===== config.mk =====
export PLATFORM = sky130hd
export DESIGN_NAME = phy_status_and_irq_control
export DESIGN_NICKNAME = d
export VERILOG_FILES = /design/src/hdl/phy_status_pkg.sv /design/src/hdl/level_sync.sv /design/src/hdl/phy_status_and_irq_control.sv
export SDC_FILE = /design/constraint.sdc
export NUM_CORES = 1
export LEC_CHECK = 0
export ABC_AREA = 1
export BUFFER_PORTS_ARGS = -buffer_cell sky130_fd_sc_hd__buf_2
export CAP_MARGIN = 20
export CORE_UTILIZATION = 47
export CTS_BUF_LIST = sky130_fd_sc_hd__clkbuf_4 sky130_fd_sc_hd__clkbuf_8
export CTS_CLUSTER_SIZE = 28
export DETAILED_ROUTE_END_ITERATION = 8
export PLACE_DENSITY = 0.77
export SLEW_MARGIN = 20
export SYNTH_ARGS = -nofsm -noshare
export SYNTH_HDL_FRONTEND = slang
export SYNTH_SLANG_ARGS = --single-unit

===== constraint.sdc =====
create_clock -name i_ref_clk -period 0.8 [get_ports i_ref_clk]
set_input_delay 0.08 -clock i_ref_clk [delete_from_list [all_inputs] [get_ports i_ref_clk]]
set_output_delay 0.08 -clock i_ref_clk [all_outputs]
set_load 0.05 [all_outputs]

===== src/hdl/phy_status_pkg.sv =====
// Purpose: shared constants for the status summary and interrupt control bank
// Assumes: 5-bit management register index, 16-bit register data
// Notes: offsets are management register indices on the plain register port
package phy_status_pkg;
   localparam int DATA_W = 16;
   localparam int ADDR_W = 5;

   // register indices
   localparam logic [4:0] ADDR_BASIC_MODE_STATUS = 5'h01;
   localparam logic [4:0] ADDR_AUTONEG_EXPANSION = 5'h06;
   localparam logic [4:0] ADDR_STATUS_SUMMARY = 5'h10;
   localparam logic [4:0] ADDR_INTERRUPT_CONTROL = 5'h11;
   localparam logic [4:0] ADDR_INTERRUPT_EVENT_STATUS = 5'h12;
   localparam logic [4:0] ADDR_PHY_CONFIG = 5'h16;

   ////////////////////////////////////////////////////////////////////////////
   // status summary field positions
   localparam int SUM_SIG_DET_QUAL = 10;
   localparam int SUM_DESCR_LOCK = 9;
   localparam int SUM_PAGE_RX = 8;
   localparam int SUM_IRQ_PEND = 7;
   localparam int SUM_REM_FAULT = 6;
   localparam int SUM_JABBER = 5;
   localparam int SUM_AN_DONE = 4;
   localparam int SUM_LOOPBACK = 3;
   localparam int SUM_DUPLEX = 2;
   localparam int SUM_SPEED10 = 1;
   localparam int SUM_LINK = 0;

   ////////////////////////////////////////////////////////////////////////////
   // interrupt control fields
   localparam int CTL_W = 3;
   localparam int CTL_TEST = 2;
   localparam int CTL_GATE = 1;
   localparam int CTL_PIN_ROLE = 0;
   localparam logic [2:0] CTL_RESET = 3'h0;

   // event status register: status in 14:8, enables in 6:0
   localparam int EVT_COUNT = 7;
   localparam int EVT_STAT_LSB = 8;
   localparam int EVT_EN_LSB = 0;
   localparam logic [6:0] EVT_EN_RESET = 7'h00;
   localparam int EV_RX_HALF = 0;
   localparam int EV_FC_HALF = 1;
   localparam int EV_AN_DONE = 2;
   localparam int EV_DUPLEX = 3;
   localparam int EV_SPEED = 4;
   localparam int EV_LINK = 5;
   localparam int EV_ENERGY = 6;

   // configuration and expansion fields
   localparam int CFG_SIG_DET_QUAL_BIT = 8;
   localparam logic CFG_SIG_DET_QUAL_RESET = 1'b0;
   localparam int ANEG_PAGE_BIT = 1;
endpackage


===== src/hdl/level_sync.sv =====
// Purpose: two flip-flop synchroniser for levels arriving from pins
// Assumes: inputs are slow levels, not pulses
// Notes: the first stage feeds only the second stage
`timescale 1ns/1ns
module level_sync #(
   parameter int WIDTH = 1
) (
   input wire logic i_ref_clk,              // system clock
   input wire logic i_rst_n,                // async reset, active low
   input wire logic [WIDTH-1:0] i_async,    // raw level from outside
   output logic [WIDTH-1:0] o_sync          // level safe to use
);
   logic [WIDTH-1:0] stage1_reg;
   logic [WIDTH-1:0] stage2_reg;

   // metastability guard, second stage only is read
   always_ff @(posedge i_ref_clk or negedge i_rst_n) begin
      if (!i_rst_n) begin
         stage1_reg <= '0;
         stage2_reg <= '0;
      end else begin
         stage1_reg <= i_async;
         stage2_reg <= stage1_reg;
      end
   end

   assign o_sync = stage2_reg;
endmodule


===== src/hdl/phy_status_and_irq_control.sv =====
// Purpose: status summary word, interrupt control word and event interrupt bank
// Assumes: status and event inputs come from logic on i_ref_clk
// Notes: the shared pin is driven only when the pin role selects interrupt output
//
// Decided for this implementation: strobed register access and the placing of the registers.
`timescale 1ns/1ns
// Notes on behaviour
// - bit 10 latched-low qualified signal detect
// - bit 9 latched-low descrambler lock, reset zero
// - bit 8 page received, cleared by expansion read
// - bit 7 pending interrupt, event read clears unless the test bit is set
// - bit 6 remote fault, cleared by basic mode status read
// - bit 5 mirrors jabber flag, not cleared
// - bit 4 auto-negotiation complete
// - bit 3 loopback enabled
// - bit 2 full duplex result
// - bit 1 reads one for 10 Mb/s
// - bit 0 mirrors link flag, not cleared
// - control bits 15:3 read zero, ignore writes
// - test bit forces interrupt continuously
// - global gate enables event based interrupts
// - pin role: interrupt output or power-down input
// - seven event sources, each individually enabled
// - reading event register clears event bits
// - event bits set regardless of enables
// - low seven event register bits are enables
module phy_status_and_irq_control
   import phy_status_pkg::*;
(
   input wire logic i_ref_clk,                  // 25 MHz clock
   input wire logic i_rst_n,                    // async reset, active low
   input wire logic [ADDR_W-1:0] i_addr,        // register index
   input wire logic [DATA_W-1:0] i_wr_data,     // write data
   input wire logic i_wr_stb,                   // one-cycle write strobe
   input wire logic i_rd_stb,                   // one-cycle read strobe
   output logic [DATA_W-1:0] o_rd_data,         // read data, cycle after strobe
   input wire logic i_raw_sig_det,              // raw signal detect
   input wire logic i_descr_lock,               // descrambler lock
   input wire logic i_page_rx_pulse,            // new link code word page
   input wire logic i_rem_fault_pulse,          // partner remote fault seen
   input wire logic i_jabber,                   // jabber flag level
   input wire logic i_an_done,                  // auto-negotiation complete level
   input wire logic i_loopback,                 // loopback enabled level
   input wire logic i_full_duplex,              // duplex result, 1 full
   input wire logic i_speed10,                  // speed result, 1 means 10 Mb/s
   input wire logic i_link_up,                  // link flag level
   input wire logic i_energy_change,            // energy detect change pulse
   input wire logic i_fc_half_full,             // false carrier counter half full
   input wire logic i_rx_half_full,             // receive error counter half full
   input wire logic i_pd_irq_pin,               // shared pin level in
   output logic o_pd_irq_pin,                   // shared pin drive, low = interrupt
   output logic o_pd_irq_oe,                    // shared pin output enable
   output logic o_power_down,                   // power-down request from pin
   output logic o_sig_det_qualified             // qualified signal detect to link monitor
);
   ////////////////////////////////////////////////////////////////////////////
   // register state
   logic [CTL_W-1:0] ctl_reg, ctl_next;
   logic [EVT_COUNT-1:0] evt_en_reg, evt_en_next;
   logic [EVT_COUNT-1:0] evt_reg, evt_next;
   logic cfg_sig_det_qual_reg, cfg_sig_det_qual_next;
   logic sig_det_latch_reg, sig_det_latch_next;
   logic lock_latch_reg, lock_latch_next;
   logic page_reg, page_next;
   logic rf_reg, rf_next;
   logic [5:0] prev_reg;
   logic [DATA_W-1:0] rd_data_reg, rd_data_next;
   logic pin_out_reg, pin_oe_reg, power_down_reg, sig_det_out_reg;
   logic pd_pin_sync;

   // pin level crosses into the clock domain before use
   level_sync #(.WIDTH(1)) u_pin_sync (
      .i_ref_clk(i_ref_clk),
      .i_rst_n(i_rst_n),
      .i_async(i_pd_irq_pin),
      .o_sync(pd_pin_sync)
   );

   ////////////////////////////////////////////////////////////////////////////
   // address decode
   wire rd_sum = i_rd_stb && (i_addr == ADDR_STATUS_SUMMARY);
   wire rd_evt = i_rd_stb && (i_addr == ADDR_INTERRUPT_EVENT_STATUS);
   wire rd_aneg = i_rd_stb && (i_addr == ADDR_AUTONEG_EXPANSION);
   wire rd_bms = i_rd_stb && (i_addr == ADDR_BASIC_MODE_STATUS);
   wire wr_ctl = i_wr_stb && (i_addr == ADDR_INTERRUPT_CONTROL);
   wire wr_evt = i_wr_stb && (i_addr == ADDR_INTERRUPT_EVENT_STATUS);
   wire wr_cfg = i_wr_stb && (i_addr == ADDR_PHY_CONFIG);

   // qualified signal detect: lock only counts when configured in
   wire sig_det_live = i_raw_sig_det & (cfg_sig_det_qual_reg ? i_descr_lock : 1'b1);

   // latched-low: a drop sticks until the summary is read, then reload live
   assign sig_det_latch_next = rd_sum ? sig_det_live : (sig_det_latch_reg & sig_det_live);
   assign lock_latch_next = rd_sum ? i_descr_lock : (lock_latch_reg & i_descr_lock);

   // sticky flags, a new event in the clearing cycle wins
   assign page_next = i_page_rx_pulse | (page_reg & ~rd_aneg);
   assign rf_next = i_rem_fault_pulse | (rf_reg & ~rd_bms);

   ////////////////////////////////////////////////////////////////////////////
   // event detection: changes of link, speed and duplex, rising edges of auto-negotiation complete and half-full
   wire [5:0] cur_lvl = {i_link_up, i_speed10, i_full_duplex, i_an_done, i_fc_half_full, i_rx_half_full};
   wire [EVT_COUNT-1:0] ev_hit;
   assign ev_hit[EV_ENERGY] = i_energy_change;
   assign ev_hit[EV_LINK] = cur_lvl[5] ^ prev_reg[5];
   assign ev_hit[EV_SPEED] = cur_lvl[4] ^ prev_reg[4];
   assign ev_hit[EV_DUPLEX] = cur_lvl[3] ^ prev_reg[3];
   assign ev_hit[EV_AN_DONE] = cur_lvl[2] & ~prev_reg[2];
   assign ev_hit[EV_FC_HALF] = cur_lvl[1] & ~prev_reg[1];
   assign ev_hit[EV_RX_HALF] = cur_lvl[0] & ~prev_reg[0];

   // events latch whatever the enables say; a read acknowledges them all
   assign evt_next = ev_hit | (evt_reg & {EVT_COUNT{~rd_evt}});

   ////////////////////////////////////////////////////////////////////////////
   // interrupt generation
   wire enabled_pending = |(evt_reg & evt_en_reg);
   wire event_irq = ctl_reg[CTL_GATE] & enabled_pending;
   wire irq_pend = ctl_reg[CTL_TEST] | event_irq;
   wire pin_assert = ctl_reg[CTL_PIN_ROLE] & irq_pend;

   // writable fields; reserved control bits are simply not stored
   assign ctl_next = wr_ctl ? i_wr_data[CTL_W-1:0] : ctl_reg;
   assign evt_en_next = wr_evt ? i_wr_data[EVT_EN_LSB +: EVT_COUNT] : evt_en_reg;
   assign cfg_sig_det_qual_next = wr_cfg ? i_wr_data[CFG_SIG_DET_QUAL_BIT] : cfg_sig_det_qual_reg;

   ////////////////////////////////////////////////////////////////////////////
   // read words
   wire [DATA_W-1:0] sum_word;
   assign sum_word[DATA_W-1:SUM_SIG_DET_QUAL+1] = '0;
   assign sum_word[SUM_SIG_DET_QUAL] = sig_det_latch_reg;
   assign sum_word[SUM_DESCR_LOCK] = lock_latch_reg;
   assign sum_word[SUM_PAGE_RX] = page_reg;
   assign sum_word[SUM_IRQ_PEND] = irq_pend;
   assign sum_word[SUM_REM_FAULT] = rf_reg;
   assign sum_word[SUM_JABBER] = i_jabber;
   assign sum_word[SUM_AN_DONE] = i_an_done;
   assign sum_word[SUM_LOOPBACK] = i_loopback;
   assign sum_word[SUM_DUPLEX] = i_full_duplex;
   assign sum_word[SUM_SPEED10] = i_speed10;
   assign sum_word[SUM_LINK] = i_link_up;

   wire [DATA_W-1:0] ctl_word = {{(DATA_W-CTL_W){1'b0}}, ctl_reg};
   wire [DATA_W-1:0] evt_word = {1'b0, evt_reg, 1'b0, evt_en_reg};
   wire [DATA_W-1:0] cfg_word = {{(DATA_W-CFG_SIG_DET_QUAL_BIT-1){1'b0}}, cfg_sig_det_qual_reg,
                                 {CFG_SIG_DET_QUAL_BIT{1'b0}}};

   // other indices answer zero here; the expansion and basic status words
   // live elsewhere, this block only watches their reads
   wire [DATA_W-1:0] rd_word = (i_addr == ADDR_STATUS_SUMMARY) ? sum_word :
                               (i_addr == ADDR_INTERRUPT_CONTROL) ? ctl_word :
                               (i_addr == ADDR_INTERRUPT_EVENT_STATUS) ? evt_word :
                               (i_addr == ADDR_PHY_CONFIG) ? cfg_word : '0;
   assign rd_data_next = i_rd_stb ? rd_word : '0;

   ////////////////////////////////////////////////////////////////////////////
   // register bank state
   always_ff @(posedge i_ref_clk or negedge i_rst_n) begin
      if (!i_rst_n) begin
         ctl_reg <= CTL_RESET;
         evt_en_reg <= EVT_EN_RESET;
         evt_reg <= '0;
         cfg_sig_det_qual_reg <= CFG_SIG_DET_QUAL_RESET;
      end else begin
         ctl_reg <= ctl_next;
         evt_en_reg <= evt_en_next;
         evt_reg <= evt_next;
         cfg_sig_det_qual_reg <= cfg_sig_det_qual_next;
      end
   end

   // status flags and change detectors
   always_ff @(posedge i_ref_clk or negedge i_rst_n) begin
      if (!i_rst_n) begin
         sig_det_latch_reg <= 1'b0;
         lock_latch_reg <= 1'b0;
         page_reg <= 1'b0;
         rf_reg <= 1'b0;
         prev_reg <= '0;
      end else begin
         sig_det_latch_reg <= sig_det_latch_next;
         lock_latch_reg <= lock_latch_next;
         page_reg <= page_next;
         rf_reg <= rf_next;
         prev_reg <= cur_lvl;
      end
   end

   // output flops; pin idles high and undriven so the power-down input is free
   always_ff @(posedge i_ref_clk or negedge i_rst_n) begin
      if (!i_rst_n) begin
         rd_data_reg <= '0;
         pin_out_reg <= 1'b1;
         pin_oe_reg <= 1'b0;
         power_down_reg <= 1'b0;
         sig_det_out_reg <= 1'b0;
      end else begin
         rd_data_reg <= rd_data_next;
         pin_out_reg <= ~pin_assert;
         pin_oe_reg <= ctl_reg[CTL_PIN_ROLE];
         power_down_reg <= ~ctl_reg[CTL_PIN_ROLE] & ~pd_pin_sync;
         sig_det_out_reg <= sig_det_live;
      end
   end

   assign o_rd_data = rd_data_reg;
   assign o_pd_irq_pin = pin_out_reg;
   assign o_pd_irq_oe = pin_oe_reg;
   assign o_power_down = power_down_reg;
   assign o_sig_det_qualified = sig_det_out_reg;
endmodule


# Yosys cells after proc, flatten, opt, wreduce, memory -nomap -nowiden
# Cells that the tools add are included.
# classes
eq_ne	6
mux	8
n_bitwise	29
n_reduce_logical	8
# op_table
operator	n
two-way mux 15 bit	4
equality test 5 bit, second input constant	4
AND 7 bit	2
AND 1 bit	11
two-way mux 9 bit	1
inverter 1 bit	9
logical AND 1 bit	7
bitwise OR 7 bit	1
OR reduction 7 bit	1
equality test 5 x 1 -> 1 bit, second input constant	1
equality test 5 x 3 -> 1 bit, second input constant	1
two-way mux 1 bit	3
bitwise OR 1 bit	3
XOR 1 bit	3
# totals
register_bits	49
inputBits	39
output_inout_bits	20
wordCells	67

# Logic depth before layout (Yosys ltp)
# logic_depth
ltp_word	6
mapped_depth	8
ltp_nobuf	7

# Modules after synthesis
# Synthesis repeated with hierarchy kept, for this count alone.
# hier_totals
hier_cells	209
area_unflattened_um2	1988.2
# by_module_without_submodules
mod	instances	cells_each	area_each_um2
phy_status_and_irq_control	1	207	1938.1
level_sync	1	2	50.0

# Worst setup path after synthesis
# No wires, ideal clock.
# synth_path
path_type	input port to flip-flop
start	in i_addr[3]
end	reg evt_en_reg[0]
t_arrival_ps	720
required_time_ps	683
setup_slack_ps	-38
stages	7
n_path_buf	1
path_cell_list	nor2_4 nand2_2 nor2_4 buf_6 nand2_4 nand2_1 o21ai_2
# synth_between
elab_chain_len	2
# synth_lines
element	line	text
start: declaration	phy_status_and_irq_control.sv:32	input wire logic [ADDR_W-1:0] i_addr,
equality test 5 bit	phy_status_and_irq_control.sv:86	wire wr_evt = i_wr_stb && (i_addr == ADDR_INTERRUPT_EVENT_STATUS);
logical AND 1 bit	phy_status_and_irq_control.sv:86	
end signal: assignment	phy_status_and_irq_control.sv:166	evt_en_reg <= evt_en_next;
end: declaration	phy_status_and_irq_control.sv:59	logic [EVT_COUNT-1:0] evt_en_reg, evt_en_next;
# Every way passes these cells.
# A chain may end at the register's enable or synchronous reset.

# Final worst setup path
# layout_path
start	reg pin_out_reg, in the netlist o_pd_irq_pin
end	out o_pd_irq_pin
# layout_rtl
element	line	text
start: declaration	phy_status_and_irq_control.sv:68	logic pin_out_reg, pin_oe_reg, power_down_reg, sig_det_out_reg;
start signal: assignment	phy_status_and_irq_control.sv:199	pin_out_reg <= ~pin_assert;
end: declaration	phy_status_and_irq_control.sv:51	output logic o_pd_irq_pin,
# No word-level cell between the ends.

==> metrics.txt <==
# TYPE chip_impl_metric gauge
chip_impl_info{name="highest_count_cells_in_the_layout_ignoring_fill_and_taps",value="sky130_fd_sc_hd__nand2_1 (59), sky130_fd_sc_hd__dfrtp_1 (48), sky130_fd_sc_hd__buf_2 (28)"} 1
chip_impl_info{name="synth_top_flop_cell",value="sky130_fd_sc_hd__dfrtp_1"} 1
chip_impl_metric{name="power.ir.vdd_worst",unit="V"} 0.00140
chip_impl_metric{name="share_of_layout_cells_above_drive_strength_1",unit=""} 0.396
chip_impl_metric{name="final_critical_path_setup_slack",unit="ns"} -0.255
chip_impl_metric{name="global_route.usage.met3",unit=""} 0.0634
chip_impl_metric{name="detailroute.via_count",unit=""} 1721
chip_impl_metric{name="drtPass1Iterations",unit=""} 4
chip_impl_info{name="most_common_cell_after_layout_fill_and_taps_aside",value="sky130_fd_sc_hd__nand2_1"} 1
chip_impl_metric{name="ff_latch_area",unit="sq mm"} 0.00123
chip_impl_metric{name="worst-endpoint-arrival",unit="ns"} 0.97
chip_impl_metric{name="critical_path.max_stage_delay",unit="ns"} 0.54
chip_impl_metric{name="cellPowerDensity",unit="mW/mm^2"} 1790
chip_impl_metric{name="final-setup-viol-count",unit=""} 27
chip_impl_metric{name="timing.clock.skew",unit="ns"} 0.0110
chip_impl_metric{name="die_height",unit="um"} 66.6
chip_impl_info{name="cts-root-buf",value="sky130_fd_sc_hd__clkbuf_8"} 1
chip_impl_metric{name="hold_slack",unit="ns"} 0.00810
chip_impl_metric{name="netlist-cell-type-count",unit=""} 25
chip_impl_metric{name="die_wd",unit="um"} 66.6
chip_impl_metric{name="largest_register_ffs",unit=""} 15
chip_impl_info{name="worstSetupStartpointType",value="flip-flop"} 1
chip_impl_metric{name="yosys_warn_count",unit=""} 0
chip_impl_metric{name="grt_max_degree",unit=""} 28
chip_impl_metric{name="cts_max_path_buffers",unit=""} 2
chip_impl_metric{name="first_pass_grt_wire_length",unit="um"} 7550
chip_impl_metric{name="globalRouteMet1Util",unit=""} 0.295
chip_impl_metric{name="global_route.overflow_total",unit=""} 0
chip_impl_metric{name="max_cap_violations",unit=""} 0
chip_impl_info{name="cpMaxStageDelayCell",value="sky130_fd_sc_hd__dfstp_2"} 1
chip_impl_metric{name="viasPerCell",unit=""} 4.88
chip_impl_metric{name="synthesis.nets",unit=""} 248
chip_impl_metric{name="fill_cells",unit=""} 263
chip_impl_metric{name="final_period_minus_worst_setup_slack",unit="ns"} 1.05
chip_impl_metric{name="crit_buf_inv",unit=""} 1
chip_impl_metric{name="worstPathMaxFanout",unit=""} 1
chip_impl_metric{name="grt_use_total",unit=""} 0.236
chip_impl_metric{name="antenna_found_initial",unit=""} 0
chip_impl_metric{name="wire_per_inst",unit="um"} 14.2
chip_impl_metric{name="path_clk_slew",unit="ns"} 0.08
chip_impl_info{name="violated_checks",value="negative setup slack"} 1
chip_impl_metric{name="setup_tns",unit="ns"} -3.04
chip_impl_metric{name="via_count_of_the_first_global_routing_pass",unit=""} 1670
chip_impl_metric{name="post_layout_net_count",unit=""} 341
chip_impl_metric{name="final_antenna_net_count",unit=""} 0
chip_impl_info{name="busiest_layer",value="met2"} 1
chip_impl_metric{name="total_area_of_multi_input_combinational_cells",unit="sq um"} 714
chip_impl_metric{name="clk_latency",unit="ns"} 0.31
chip_impl_metric{name="timing_max_transition_violations_final",unit=""} 0
chip_impl_info{name="crit_family",value="flip-flops"} 1
chip_impl_metric{name="synthesis.area",unit="sq mm"} 0.00196
chip_impl_metric{name="final_hpwl_from_detailed_placement",unit="um"} 3290
chip_impl_metric{name="fin_crit_sh",unit=""} 1.32
chip_impl_metric{name="synth.ff_latch_count",unit=""} 49
chip_impl_metric{name="met2_layer_usage_reported_by_global_route",unit=""} 0.388
chip_impl_info{name="rsz_0062_raised_after_global_routing",value="true"} 1
chip_impl_info{name="worstHoldPathType",value="input pin to flip-flop"} 1
chip_impl_metric{name="row_count",unit=""} 23
chip_impl_metric{name="synth_area_per_cell",unit="sq um"} 9.38
chip_impl_info{name="kind_of_critical_path",value="flip-flop to output pin"} 1
chip_impl_metric{name="port_buffers",unit=""} 49
chip_impl_metric{name="pin_count",unit=""} 59
chip_impl_metric{name="area_inside_the_core_boundary",unit="sq mm"} 0.00400
chip_impl_metric{name="syn2layout_area_growth",unit="%"} 51.9
chip_impl_info{name="outcome",value="complete, but fails checks"} 1
chip_impl_metric{name="place_congestion",unit=""} 0.888
chip_impl_info{name="tritoncts_clock_tree",value="done"} 1
chip_impl_metric{name="critical_path_required",unit="ns"} 0.72
chip_impl_metric{name="start_util",unit=""} 0.490
chip_impl_metric{name="max_freq",unit="GHz"} 0.948
chip_impl_metric{name="numCtsBuffers",unit=""} 5
chip_impl_metric{name="drt_drc_violations_left",unit=""} 0
chip_impl_metric{name="synthesis.instances",unit=""} 209
chip_impl_metric{name="async_flop_share",unit=""} 1.00
chip_impl_info{name="end_kind",value="output pin"} 1
chip_impl_metric{name="synth_edf_count",unit=""} 0
chip_impl_metric{name="wirelength",unit="um"} 5010
chip_impl_metric{name="postLayoutCoreUtil",unit=""} 0.744
chip_impl_metric{name="diodes",unit=""} 0
chip_impl_metric{name="dr.first_iter.drc_count",unit=""} 102
chip_impl_metric{name="static-leakage-power",unit="nW"} 1.59
chip_impl_metric{name="cts_max_level",unit=""} 2
chip_impl_metric{name="hold_viol",unit=""} 0
chip_impl_metric{name="synth_sequential_area_ratio",unit=""} 0.626
chip_impl_metric{name="numClockSinks",unit=""} 49
chip_impl_info{name="timing.critical_path.cells",value="buf_8"} 1
chip_impl_metric{name="fp.dieArea",unit="sq mm"} 0.00443
==> power breakdown <==
group | switching [mW] | internal [mW]
clock network | 0.805 | 0.642
logic | 0.603 | 0.519
registers | 0.104 | 2.65
==> per-layer routing <==
metal / up-vias / wire, um / part of all wire
met4: 0 / 111 / 0.022
met1: 829 / 2170 / 0.43
met5: - / 0 / 0
met3: 10 / 203 / 0.041
met2: 51 / 2520 / 0.50
li1: 831 / - / -
==> timing repair <==
item | in CTS | in global routing
hold buffers | 15 | 0
setup buffers | 2 | 4
endpoints found under the setup margin | 27 | 39
gates resized for setup | 53 | 30
cloned | 0 | 1
hold endpoints to repair | 62 | 0
pin swaps | 13 | 15
==> cell families (layout without fill, tap and decap cells) <==
| group | after synthesis | after routing | synth area share |
|---|---|---|---|
| buffers and inverters | 27 | 120 | 0.0600 |
| AO/OA/AOI/OAI | 17 | 17 | 0.0511 |
| other | 1 | 1 | 0.00191 |
| AND/OR/NAND/NOR | 112 | 113 | 0.247 |
| flip-flops | 49 | 49 | 0.626 |
| XOR/XNOR | 3 | 3 | 0.0134 |
==> final cells by class <==
cell class,count,share of cell area
tap,50,0.0210
inverter,23,0.0307
multi-input combinational,134,0.240
sequential,49,0.413
clock buffer,6,0.0257
timing repair buffer,89,0.267
clock inverter,2,0.00336
==> worst paths after layout <==
check                                      startpoint                end  slack [ns]  depth (start not counted)
worst max-delay path                     o_pd_irq_pin       o_pd_irq_pin       -0.25                          1
worst min register to register  u_pin_sync.stage1_reg  u_pin_sync.o_sync        0.36                          0
max in group asynchronous                     i_rst_n       o_pd_irq_pin        0.16                          3
worst min-delay path                       i_loopback       o_rd_data[3]       0.008                          3
min in group asynchronous                     i_rst_n      evt_en_reg[4]        0.18                          2
worst max register to register          evt_en_reg[4]       o_rd_data[7]       -0.22                          6
==> Yosys cell counts, types with 2 or more instances <==
cell type | count | area share
sky130_fd_sc_hd__buf_4 | 2 | 0.0077
sky130_fd_sc_hd__nand2_1 | 76 | 0.15
sky130_fd_sc_hd__a21o_1 | 2 | 0.0077
sky130_fd_sc_hd__xnor2_1 | 3 | 0.013
sky130_fd_sc_hd__dfrtp_1 | 48 | 0.61
sky130_fd_sc_hd__o21ai_0 | 8 | 0.020
sky130_fd_sc_hd__nand4_1 | 4 | 0.013
sky130_fd_sc_hd__o21ai_1 | 3 | 0.0077
sky130_fd_sc_hd__nand3_1 | 11 | 0.028
sky130_fd_sc_hd__nor2_1 | 9 | 0.017
sky130_fd_sc_hd__nand2_2 | 2 | 0.0064
sky130_fd_sc_hd__inv_1 | 21 | 0.040
sky130_fd_sc_hd__nor2_4 | 2 | 0.011
sky130_fd_sc_hd__nor2_2 | 3 | 0.0096
sky130_fd_sc_hd__nor3_1 | 4 | 0.010
sky130_fd_sc_hd__o21ai_2 | 2 | 0.0089
==> through the flow <==
stage	instance area, sq um	instances	total power, mW	setup WS [ns]
after floorplan	1960	209	3.21	-0.0318
after global placement	2480	329	3.63	-0.202
after detailed placement	2480	329	3.65	-0.250
after CTS	2890	354	5.26	-0.267
after global routing	2980	353	5.56	-0.299
final	2980	353	5.33	-0.255
Power figures use the tool's default switching activity.
